### src/tcm_defines.vh
`ifndef TCM_DEFINES_VH
`define TCM_DEFINES_VH
// ==========================================================
// register byte addresses
`define TCM_ADDR_CTRL2     8'h00
`define TCM_ADDR_BUF       8'h04
`define TCM_ADDR_BAUD      8'h08
`define TCM_ADDR_STATUS    8'h0C
`define TCM_ADDR_IRQ_STAT  8'h10
`define TCM_ADDR_IRQ_MASK  8'h14
`define TCM_ADDR_MODE      8'h18
// ==========================================================
// control two field positions
`define TCM_B_GENERAL_CALL_ENABLE_EN      7
`define TCM_B_ACK_STATUS_FLAG      6
`define TCM_B_ACK_DATA_VALUE        5
`define TCM_B_ACKSEQ       4
`define TCM_B_RECV         3
`define TCM_B_STOP         2
`define TCM_B_RSTART       1
`define TCM_B_START        0
`define TCM_CTRL2_RESET    8'h00
`define TCM_BAUD_RESET     7'h04
// ==========================================================
// interrupt bits
`define TCM_IRQ_GCALL      0
`define TCM_IRQ_BCOL       1
`define TCM_IRQ_DONE       2
// ==========================================================
// mode register bits
`define TCM_MODE_SLAVE     0
`define TCM_MODE_MRX       1
`define TCM_SYNC_STAGES    3
`endif

### src/tcm_sync.v
`timescale 1ns/1ps
// ==========================================================
// three-stage pin synchroniser; output changes when stages two and three agree
module tcm_sync (
  input  wire clock_in,  // system clock
  input  wire rstn_in,   // async reset, active low
  input  wire pin_in,    // raw pin level
  output reg  level_out  // filtered level
);
  reg s1;
  reg s2;
  reg s3;
  // s1 feeds only s2; the idle bus is high so reset to one
  always @(posedge clock_in or negedge rstn_in) begin
    if (!rstn_in) begin
      s1        <= 1'b1;
      s2        <= 1'b1;
      s3        <= 1'b1;
      level_out <= 1'b1;
    end else begin
      s1 <= pin_in;
      s2 <= s1;
      s3 <= s2;
      if (s2 == s3) begin
        level_out <= s3;
      end
    end
  end
endmodule // tcm_sync

### src/tcm_ctrl.v
// Decided for this implementation: the placing of the registers and the Wishbone slave port.
`timescale 1ns/1ps
`include "tcm_defines.vh"
// Operation
// - the ack, receive, stop, repeated start and start requests are refused while the port is busy.
// - writes to the transfer buffer are ignored while the port is busy.
// - a Stop drives SDA low, then releases SCL and waits until SCL reads high.
// - after SCL reads high in a Stop, the baud counter loads the seven-bit reload and counts to zero.
// - SDA found low when the counter expires after its release is a bus collision.
// - SCL found low after it reads high and before the counter expires after SDA release is a bus collision.
module tcm_ctrl (
  input  wire       clock_in,     // 250 MHz system clock
  input  wire       rstn_in,      // async reset, active low
  input  wire       wb_cyc_in,    // wishbone cycle
  input  wire       wb_stb_in,    // wishbone strobe
  input  wire       wb_we_in,     // wishbone write
  input  wire [7:0] wb_adr_in,    // wishbone byte address
  input  wire [3:0] wb_sel_in,    // wishbone byte lanes
  input  wire [31:0] wb_dat_in,   // wishbone write data
  output reg  [31:0] wb_dat_out,  // wishbone read data
  output reg        wb_ack_out,   // wishbone acknowledge
  input  wire       scl_in,       // clock line level
  output wire       scl_out,      // clock line drive value
  output wire       scl_oe_out,   // high while pulling clock low
  input  wire       sda_in,       // data line level
  output wire       sda_out,      // data line drive value
  output wire       sda_oe_out,   // high while pulling data low
  output wire       irq_out       // level interrupt
);
  // ==========================================================
  // states
  localparam [3:0] ST_IDLE   = 4'h0;
  localparam [3:0] ST_P_LOW  = 4'h1;
  localparam [3:0] ST_P_SCL  = 4'h2;
  localparam [3:0] ST_P_WAIT = 4'h3;
  localparam [3:0] ST_P_REL  = 4'h4;
  localparam [3:0] ST_A_LO   = 4'h5;
  localparam [3:0] ST_A_HI   = 4'h6;
  localparam [3:0] ST_S_HI   = 4'h7;
  localparam [3:0] ST_S_LOW  = 4'h8;
  localparam [3:0] ST_BIT_LO = 4'h9;
  localparam [3:0] ST_BIT_HI = 4'hA;

  reg  [3:0] state;
  reg  [7:0] ctrl2;
  reg  [7:0] xfer_buf;
  reg  [7:0] shift_reg;
  reg  [6:0] baud_reload_value;
  reg  [6:0] baud_rate_counter;
  reg  [3:0] bit_cnt;
  reg  [1:0] mode;
  reg  [2:0] irq_stat;
  reg  [2:0] irq_mask;
  reg        sda_drive_low;
  reg        scl_drive_low;
  reg        scl_hi_prev;
  reg        tx_byte;
  wire       scl_lvl;
  wire       sda_lvl;
  wire       idle;
  wire       brg_zero;
  wire       bus_req;
  wire       wr_cycle;
  wire [2:0] ev;
  reg  [2:0] next_ev;

  // ==========================================================
  // pin synchronisers
  tcm_sync u_scl (
    .clock_in (clock_in),
    .rstn_in  (rstn_in),
    .pin_in   (scl_in),
    .level_out(scl_lvl)
  );
  tcm_sync u_sda (
    .clock_in (clock_in),
    .rstn_in  (rstn_in),
    .pin_in   (sda_in),
    .level_out(sda_lvl)
  );

  // open-drain outputs only ever pull low
  assign scl_out    = 1'b0;
  assign sda_out    = 1'b0;
  assign scl_oe_out = scl_drive_low;
  assign sda_oe_out = sda_drive_low;
  assign idle       = (state == ST_IDLE);
  assign brg_zero   = (baud_rate_counter == 7'h00);
  assign bus_req    = wb_cyc_in && wb_stb_in && !wb_ack_out;
  assign wr_cycle   = bus_req && wb_we_in && wb_sel_in[0];
  assign ev         = next_ev;
  assign irq_out    = |(irq_stat & irq_mask);

  // ==========================================================
  // wishbone slave: one wait state, unmapped reads return zero
  always @(posedge clock_in or negedge rstn_in) begin
    if (!rstn_in) begin
      wb_ack_out <= 1'b0;
      wb_dat_out <= 32'h00000000;
    end else begin
      wb_ack_out <= bus_req;
      if (bus_req && !wb_we_in) begin
        case (wb_adr_in)
          `TCM_ADDR_CTRL2:    wb_dat_out <= {24'h000000, ctrl2};
          `TCM_ADDR_BUF:      wb_dat_out <= {24'h000000, xfer_buf};
          `TCM_ADDR_BAUD:     wb_dat_out <= {25'h0000000, baud_reload_value};
          `TCM_ADDR_STATUS:   wb_dat_out <= {27'h0000000, !idle, state};
          `TCM_ADDR_IRQ_STAT: wb_dat_out <= {29'h00000000, irq_stat};
          `TCM_ADDR_IRQ_MASK: wb_dat_out <= {29'h00000000, irq_mask};
          `TCM_ADDR_MODE:     wb_dat_out <= {30'h00000000, mode};
          default:            wb_dat_out <= 32'h00000000;
        endcase
      end
    end
  end

  // ==========================================================
  // sticky interrupt status; a new event beats a same-cycle clear
  always @(posedge clock_in or negedge rstn_in) begin
    if (!rstn_in) begin
      irq_stat <= 3'h0;
      irq_mask <= 3'h0;
    end else begin
      if (wr_cycle && wb_adr_in == `TCM_ADDR_IRQ_MASK) begin
        irq_mask <= wb_dat_in[2:0];
      end
      if (wr_cycle && wb_adr_in == `TCM_ADDR_IRQ_STAT) begin
        irq_stat <= (irq_stat & ~wb_dat_in[2:0]) | ev;
      end else begin
        irq_stat <= irq_stat | ev;
      end
    end
  end

  // ==========================================================
  // event decode from the sequencer
  always @* begin
    next_ev = 3'h0;
    if (state == ST_BIT_LO && scl_lvl && !scl_hi_prev && bit_cnt == 4'h8 && !tx_byte &&
        mode[`TCM_MODE_SLAVE] && ctrl2[`TCM_B_GENERAL_CALL_ENABLE_EN] && shift_reg == 8'h00) begin
      next_ev[`TCM_IRQ_GCALL] = 1'b1;
    end
    if ((state == ST_P_WAIT || state == ST_P_REL) && !scl_lvl) begin
      next_ev[`TCM_IRQ_BCOL] = 1'b1;
    end
    if (state == ST_P_REL && brg_zero && !sda_lvl) begin
      next_ev[`TCM_IRQ_BCOL] = 1'b1;
    end
    if (state == ST_P_REL && brg_zero && sda_lvl) begin
      next_ev[`TCM_IRQ_DONE] = 1'b1;
    end
    if (state == ST_A_HI && brg_zero) begin
      next_ev[`TCM_IRQ_DONE] = 1'b1;
    end
  end

  // ==========================================================
  // control registers and line sequencer
  always @(posedge clock_in or negedge rstn_in) begin
    if (!rstn_in) begin
      state             <= ST_IDLE;
      ctrl2             <= `TCM_CTRL2_RESET;
      xfer_buf          <= 8'h00;
      shift_reg         <= 8'h00;
      baud_reload_value <= `TCM_BAUD_RESET;
      baud_rate_counter <= 7'h00;
      bit_cnt           <= 4'h0;
      mode              <= 2'h0;
      sda_drive_low     <= 1'b0;
      scl_drive_low     <= 1'b0;
      scl_hi_prev       <= 1'b1;
      tx_byte           <= 1'b0;
    end else begin
      scl_hi_prev <= scl_lvl;
      if (!brg_zero) begin
        baud_rate_counter <= baud_rate_counter - 7'h01;
      end
      // software writes; request bits only taken when idle
      if (wr_cycle && wb_adr_in == `TCM_ADDR_CTRL2) begin
        ctrl2[`TCM_B_GENERAL_CALL_ENABLE_EN] <= wb_dat_in[`TCM_B_GENERAL_CALL_ENABLE_EN];
        ctrl2[`TCM_B_ACK_DATA_VALUE]   <= wb_dat_in[`TCM_B_ACK_DATA_VALUE];
        if (idle) begin
          ctrl2[4:0] <= wb_dat_in[4:0];
        end
      end
      if (wr_cycle && wb_adr_in == `TCM_ADDR_BUF && idle) begin
        xfer_buf  <= wb_dat_in[7:0];
        shift_reg <= wb_dat_in[7:0];
      end
      if (wr_cycle && wb_adr_in == `TCM_ADDR_BAUD) begin
        baud_reload_value <= wb_dat_in[6:0];
      end
      if (wr_cycle && wb_adr_in == `TCM_ADDR_MODE) begin
        mode <= wb_dat_in[1:0];
      end
      case (state)
        ST_IDLE: begin
          sda_drive_low <= 1'b0;
          scl_drive_low <= 1'b0;
          if (ctrl2[`TCM_B_STOP]) begin
            sda_drive_low <= 1'b1;
            scl_drive_low <= 1'b1;
            state         <= ST_P_LOW;
          end else if (ctrl2[`TCM_B_ACKSEQ] && mode[`TCM_MODE_MRX]) begin
            sda_drive_low     <= !ctrl2[`TCM_B_ACK_DATA_VALUE];
            scl_drive_low     <= 1'b1;
            baud_rate_counter <= baud_reload_value;
            state             <= ST_A_LO;
          end else if (ctrl2[`TCM_B_START] || ctrl2[`TCM_B_RSTART]) begin
            baud_rate_counter <= baud_reload_value;
            state             <= ST_S_HI;
          end else if (ctrl2[`TCM_B_RECV] || (!mode[`TCM_MODE_SLAVE] && 1'b0)) begin
            tx_byte <= 1'b0;
            bit_cnt <= 4'h0;
            state   <= ST_BIT_LO;
          end else if (mode[`TCM_MODE_SLAVE] && !scl_lvl) begin
            tx_byte <= 1'b0;
            bit_cnt <= 4'h0;
            state   <= ST_BIT_LO;
          end
        end
        ST_P_LOW: begin
          if (!sda_lvl) begin
            scl_drive_low <= 1'b0;
            state         <= ST_P_SCL;
          end
        end
        ST_P_SCL: begin
          // waiting here honours clock stretching by other parties
          if (scl_lvl) begin
            baud_rate_counter <= baud_reload_value;
            state             <= ST_P_WAIT;
          end
        end
        ST_P_WAIT: begin
          if (!scl_lvl) begin
            sda_drive_low      <= 1'b0;
            ctrl2[`TCM_B_STOP] <= 1'b0;
            state              <= ST_IDLE;
          end else if (brg_zero) begin
            sda_drive_low     <= 1'b0;
            baud_rate_counter <= baud_reload_value;
            state             <= ST_P_REL;
          end
        end
        ST_P_REL: begin
          // any collision or a clean end releases both lines
          if (!scl_lvl || brg_zero) begin
            ctrl2[`TCM_B_STOP] <= 1'b0;
            state              <= ST_IDLE;
          end
        end
        ST_A_LO: begin
          if (brg_zero) begin
            scl_drive_low     <= 1'b0;
            baud_rate_counter <= baud_reload_value;
            state             <= ST_A_HI;
          end
        end
        ST_A_HI: begin
          if (brg_zero) begin
            sda_drive_low        <= 1'b0;
            ctrl2[`TCM_B_ACKSEQ] <= 1'b0;
            state                <= ST_IDLE;
          end
        end
        ST_S_HI: begin
          if (brg_zero) begin
            sda_drive_low     <= 1'b1;
            baud_rate_counter <= baud_reload_value;
            state             <= ST_S_LOW;
          end
        end
        ST_S_LOW: begin
          if (brg_zero) begin
            ctrl2[1:0] <= 2'h0;
            tx_byte    <= !mode[`TCM_MODE_SLAVE];
            bit_cnt    <= 4'h0;
            state      <= ST_BIT_LO;
          end
        end
        ST_BIT_LO: begin
          // master drives the clock low in transmit; receive follows the bus
          scl_drive_low <= tx_byte && !brg_zero;
          sda_drive_low <= tx_byte && bit_cnt < 4'h8 && !shift_reg[7];
          if (tx_byte && baud_rate_counter == 7'h00 && scl_drive_low == 1'b0 &&
              scl_hi_prev == 1'b0) begin
            baud_rate_counter <= baud_reload_value;
          end
          // sample on the rising clock edge itself; the high state only waits for the fall
          if (scl_lvl && !scl_hi_prev) begin
            if (bit_cnt < 4'h8) begin
              shift_reg <= {shift_reg[6:0], tx_byte ? 1'b0 : sda_lvl};
            end else if (tx_byte) begin
              ctrl2[`TCM_B_ACK_STATUS_FLAG] <= sda_lvl;
            end
            state <= ST_BIT_HI;
          end else if (tx_byte && scl_drive_low && brg_zero) begin
            scl_drive_low <= 1'b0;
          end
        end
        ST_BIT_HI: begin
          if (!scl_lvl) begin
            if (bit_cnt == 4'h8) begin
              xfer_buf            <= shift_reg;
              sda_drive_low       <= 1'b0;
              ctrl2[`TCM_B_RECV]  <= 1'b0;
              state               <= ST_IDLE;
            end else begin
              bit_cnt           <= bit_cnt + 4'h1;
              baud_rate_counter <= baud_reload_value;
              state             <= ST_BIT_LO;
            end
          end
        end
        default: begin
          state <= ST_IDLE;
        end
      endcase
    end
  end
endmodule // tcm_ctrl

### config.mk
export PLATFORM = sky130hd
export DESIGN_NAME = tcm_ctrl
export DESIGN_NICKNAME = d
export VERILOG_FILES = /design/src/tcm_sync.v /design/src/tcm_ctrl.v
export VERILOG_INCLUDE_DIRS = /design/src
export SDC_FILE = /design/constraint.sdc
export NUM_CORES = 1
export LEC_CHECK = 0
export ABC_CLOCK_PERIOD_IN_PS = 3200
export BUFFER_PORTS_ARGS = -buffer_cell sky130_fd_sc_hd__buf_4
export CAP_MARGIN = 5
export CORE_UTILIZATION = 45
export CTS_CLUSTER_SIZE = 8
export DETAILED_ROUTE_END_ITERATION = 8
export PLACE_DENSITY = 0.65
export SYNTH_ARGS = -nofsm -noshare
export SYNTH_HDL_FRONTEND = slang
export SYNTH_SLANG_ARGS = --single-unit
### constraint.sdc
create_clock -name clock_in -period 3.2 [get_ports clock_in]
set_input_delay 0.32 -clock clock_in [delete_from_list [all_inputs] [get_ports clock_in]]
set_output_delay 0.32 -clock clock_in [all_outputs]
set_load 0.05 [all_outputs]
Yosys cells after proc, flatten, opt, wreduce, memory -nomap -nowiden
Index checks and enable logic that the tools add are counted.
{"block": "word_totals", "word_cells": 225, "in_bits": 51, "regBits": 99, "output_inout_bits": 38}
{"block": "classes", "n_addsub": 2, "n_mux": 87, "bitwise": 8, "eq_ne": 36, "n_reduce_logical": 65, "order_cmp": 1}
{"cell": "2-to-1 mux 4 bit", "count": 24}
{"cell": "2-to-1 mux 7 bit", "count": 10}
{"cell": "2-to-1 mux 8 bit", "count": 8}
{"cell": "one-hot mux 8 bit (7 select lines)", "count": 1}
{"cell": "one-hot mux 4 bit (11 select lines)", "count": 1}
{"cell": "one-hot mux 7 bit (6 select lines)", "count": 1}
{"cell": "logical AND 1 bit", "count": 35}
{"cell": "2-to-1 mux 1 bit", "count": 32}
{"cell": "== test 8 x 5 -> 1 bit (second input constant)", "count": 3}
{"cell": "!= test 2 bit (second input constant)", "count": 11}
{"cell": "== test 4 x 3 -> 1 bit (second input constant)", "count": 4}
{"cell": "== test 4 bit (second input constant)", "count": 4}
{"cell": "== test 8 x 4 -> 1 bit (second input constant)", "count": 2}
{"cell": "zero test 8 bit", "count": 2}
{"cell": "one-hot mux 4 bit (3 select lines)", "count": 1}
{"cell": "zero test 1 bit", "count": 11}
{"cell": "AND reduction 11 bit", "count": 1}
{"cell": "2-to-1 mux 5 bit", "count": 2}
{"cell": "== test 4 x 2 -> 1 bit (second input constant)", "count": 2}
{"cell": "== test 8 x 3 -> 1 bit (second input constant)", "count": 1}
{"cell": "AND reduction 4 bit", "count": 2}
{"cell": "AND reduction 8 bit", "count": 1}
{"cell": "zero test 7 bit", "count": 1}
{"cell": "subtractor 7 x 1 -> 7 bit (second input constant)", "count": 1}
{"cell": "other kinds (27)", "count": 38}

Depth between registers and ports, before layout
{"block": "depth", "word_depth": 11, "depth_mapped": 9}

Hierarchy
A second synthesis with hierarchy kept.
{"block": "hier_totals", "hier_cells": 471, "area_unflattened_um2": 4570.6}
{"mod": "tcm_ctrl", "area_per_inst_um2": 4337.9, "instances": 1, "cells_per_inst": 461}
{"mod": "tcm_sync", "area_per_inst_um2": 116.4, "instances": 2, "cells_per_inst": 5}

Worst setup path before layout
No wires, ideal clock.
{"block": "synth_timing", "path_kind": "flip-flop to flip-flop", "start": "register baud_rate_counter[0]", "end": "register state[0]", "setup_time_ps": 125, "required_ps": 3075, "path_slack_ps": 1156, "path_stages_with_launch": 9, "arrival_time_ps": 1919, "cell_sequence": "dfrtp_1 -> inv_1 -> ha_1 -> nor2b_1 -> nand3_1 -> o2111ai_1 -> nand3_2 -> nor3_2 -> mux2_4"}
{"block": "synth_between", "elab_chain_cells": 4, "word_cells_on_any_way": 9}
{"element": "start, declared", "line_no": "tcm_ctrl.v:49", "text": "reg [6:0] baud_rate_counter;"}
{"element": "start signal, assigned", "line_no": "tcm_ctrl.v:176", "text": "baud_rate_counter <= baud_rate_counter - 7'h01;"}
{"element": "start signal, assigned", "line_no": "tcm_ctrl.v:207", "text": "baud_rate_counter <= baud_reload_value;"}
{"element": "start signal, assigned", "line_no": "tcm_ctrl.v:210", "text": "baud_rate_counter <= baud_reload_value;"}
{"element": "zero test 7 bit (*)", "line_no": "tcm_ctrl.v:88", "text": "assign brg_zero = (baud_rate_counter == 7'h00);"}
{"element": "logical OR 1 bit", "line_no": "tcm_ctrl.v:248", "text": "if (!scl_lvl || brg_zero) begin"}
{"element": "!= test 2 x 1 -> 1 bit (no source line)"}
{"element": "AND reduction 11 bit (no source line) (*)"}
{"element": "end signal, assigned", "line_no": "tcm_ctrl.v:243", "text": "state <= ST_P_REL;"}
{"element": "end signal, assigned", "line_no": "tcm_ctrl.v:250", "text": "state <= ST_IDLE;"}
{"element": "end signal, assigned", "line_no": "tcm_ctrl.v:257", "text": "state <= ST_A_HI;"}
{"element": "end, declared", "line_no": "tcm_ctrl.v:44", "text": "reg [3:0] state;"}
Mark *: on every way between the ends. The rest lies on a longest branch, timed or not.
A chain may end at the register's enable or synchronous reset.

Worst setup path in the final report
{"block": "layout_timing", "start": "register mode[1]", "end": "register baud_rate_counter[1]"}
{"block": "layout_between", "elab_chain_cells": 4}
{"element": "start, declared", "line_no": "tcm_ctrl.v:51", "text": "reg [1:0] mode;"}
{"element": "start signal, assigned", "line_no": "tcm_ctrl.v:194", "text": "mode <= wb_dat_in[1:0];"}
{"element": "logical AND 1 bit", "line_no": "tcm_ctrl.v:204", "text": "end else if (ctrl2[`TCM_B_ACKSEQ] && mode[`TCM_MODE_MRX]) begin"}
{"element": "2-to-1 mux 7 bit", "line_no": "tcm_ctrl.v:204"}
{"element": "2-to-1 mux 7 bit", "line_no": "tcm_ctrl.v:200", "text": "if (ctrl2[`TCM_B_STOP]) begin"}
{"element": "one-hot mux 7 bit (6 select lines)", "line_no": "tcm_ctrl.v:196", "text": "case (state)"}
{"element": "end signal, assigned", "line_no": "tcm_ctrl.v:207"}
{"element": "end signal, assigned", "line_no": "tcm_ctrl.v:210"}
{"element": "end signal, assigned", "line_no": "tcm_ctrl.v:231", "text": "baud_rate_counter <= baud_reload_value;"}
No other way between the ends.

==> results.json <==
{
  "status": "completed",
  "postSynth.asyncResetShare_pct": 100,
  "cts_tree": "done",
  "dr.pass1.iters": 6,
  "final_nets": 560,
  "startpoint_type": "flip-flop",
  "port_buffers": 35,
  "fmax_mhz": 416,
  "postRouteAntennaNets": 0,
  "power.density_nw_per_um2": 718,
  "area_delta_synth_final_pct": 11.0,
  "fin_tns_setup_ns": 0,
  "fin_skew_ns": 0.0166,
  "reg2reg_depth": 6,
  "synthCells": 469,
  "grt_pass1_vias": 3523,
  "num_rows": 35,
  "rsz0062_at_grt": "no",
  "synth_edf_count": 0,
  "power_w": 0.00356,
  "die_y_um": 102,
  "slew_headroom_pct": 37.6,
  "synth_warnings": 0,
  "yosys-top-cells-area": "dfrtp_1 (36%), dfstp_2 (5.9%), mux2i_1 (5.8%), nand2_1 (4.9%), buf_4 (4.7%)",
  "crit_path_max_fanout": 6,
  "postCtsSetupRepairBufs": 0,
  "syn_area_um2": 4460,
  "grt.overflow.total": 0,
  "worst_pin_slew_ns": 0.936,
  "endpoint": "baud_rate_counter[1]$_DFF_PN0_",
  "setup.worst_path.start": "mode[1]$_DFFE_PN0P_",
  "htreeDepth": 3,
  "die_w_um": 102,
  "timing.final.crit_share_pct": 75.1,
  "ys_seq_area_share_pct": 42.4,
  "cts_hold_buf": 0,
  "core-area_um2": 9420,
  "diodes": 0,
  "routedWlPerCell_um": 17.5,
  "dp_hpwl_um": 8160,
  "reg2reg_slack_ns": 0.80,
  "n_fill_cell": 884,
  "finalSetupViolations": 0,
  "antenna_found_initial": 0,
  "gp_congestion": 0.903,
  "drv_slew": 0,
  "timing.rr.end": "baud_rate_counter[1]$_DFF_PN0_",
  "yosysUniqueCellTypes": 73,
  "synthFlopType": "dfrtp_1",
  "crit_path_end_kind": "flip-flop",
  "syn_area_per_cell_um2": 9.51,
  "timing.rr.start": "mode[1]$_DFFE_PN0P_",
  "cp.arrival_ns": 2.63,
  "drt_iter0_drc": 346,
  "clock_path_buffers": 2,
  "root_buffer": "clkbuf_8",
  "hold_viol_final": 0,
  "clkSinkCount": 75,
  "grt_max_degree": 76,
  "routed.top_layer": "met4",
  "drc_errors": 0,
  "io_pins": 89,
  "initial_utilization_pct": 47.4,
  "dieArea_um2": 10300,
  "hp-class": "input port to flip-flop",
  "route.met3.wl_um": 856,
  "synth_top_area_share_pct": 36.5,
  "wl_um": 11200,
  "period_needed_ns": 2.40,
  "layout-drive-gt1-share_pct": 20.8,
  "grt.total_usage_pct": 23.5,
  "synth_area_leader_cell": "dfrtp_1",
  "place_area_um2": 4750,
  "stdcell_area_um2": 4950,
  "peakVddDrop_mv": 0.386,
  "wl_met2_um": 4920,
  "p_leak_nw": 2.28,
  "grt_pass1_wl_um": 18500,
  "postCtsResizedCells": 0,
  "worstSkewPairLatency_ns": 0.36,
  "cts_buffers": 9,
  "yosysMostFrequentCell": "dfrtp_1",
  "vias": 3766,
  "path_class": "flip-flop to flip-flop",
  "synth-seq-cells": 75,
  "cap_violations": 0,
  "met1_length_um": 5170,
  "clk_pin_slew_ns": 0.09,
  "ys_top_cells_by_count": "dfrtp_1 (65), nand2_1 (58), o21ai_0 (35)",
  "vias_per_cell": 5.89,
  "worstPathRequired_ns": 3.43
}
worst min-delay path by stage:
stage	startpoint	endpoint	slack, ns	cells after the start
finish	scl_in	u_scl.s1$_DFF_PN1_	0.08	1
floorplan	rstn_in	baud_rate_counter[0]$_DFF_PN0_	0.02	0
global placement	u_scl.s1$_DFF_PN1_	u_scl.s2$_DFF_PN1_	0.35	0
detailed placement	u_sda.s1$_DFF_PN1_	u_sda.s2$_DFF_PN1_	0.35	0
CTS	scl_in	u_scl.s1$_DFF_PN1_	0.07	1
global route	sda_in	u_sda.s1$_DFF_PN1_	0.06	1
critical path, cell delays in order (launching register included):
cell	delay (ns)
dfrtp_1	0.45
a211oi_1	0.61
nor3_1	0.12
a311oi_2	0.45
nand3_1	0.29
a32oi_1	0.25
o31ai_1	0.10
stage by stage:
step	hold WS, ns	util, %	instances	setup slack [ns]
6_report	0.0757	52.6	639	0.797
5_1_grt	0.0645	52.6	639	0.537
4_1_cts	0.0666	52.6	639	0.860
3_5_place_dp	0.349	50.5	623	0.891
3_3_place_gp	0.346	50.5	623	0.935
2_1_floorplan	0.0244	-	494	1.16
routing by layer:
metal	GRT usage [%]	vias up
li1	-	1729
met1	34.0	1840
met2	34.0	177
met3	4.97	20
met4	10.0	0
met5	0	-
area by class of cell:
class | instances | area, µm² | share of cell area [%]
Clock buffer | 12 | 145 | 2.93
Clock inverter | 4 | 50.0 | 1.01
Inverter | 12 | 45.0 | 0.910
Multi-Input combinational cell | 360 | 2310 | 46.6
Sequential cell | 75 | 1890 | 38.2
Tap cell | 129 | 161 | 3.26
Timing Repair Buffer | 47 | 353 | 7.13
cells by family after synthesis:
kind of cell	after synthesis	synth area share, %
simple gates	166	19.7
compound gates	114	16.9
flops	75	42.4
buf+inv	59	8.05
mux	44	10.5
fa+ha+maj	6	1.57
xor+xnor	4	0.786
other cells	1	0.0841
placed cells by master, fill, tap and decap left out, types with 12 or more instances in the layout:
master    n
a21oi_1  14
buf_4    47
conb_1   26
dfrtp_1  65
inv_1    12
mux2_2   16
mux2i_1  26
nand2_1  58
nand3_1  13
nor2_1   31
nor2b_1  12
o21ai_0  35
report_power, final:
part           total, W  switching (W)  internal [W]
clock          0.000748       0.000366      0.000381
sequential      0.00133       0.000224       0.00111
combinational   0.00148       0.000892      0.000584
total           0.00356        0.00148       0.00207
Power figures use the tool's default switching activity.
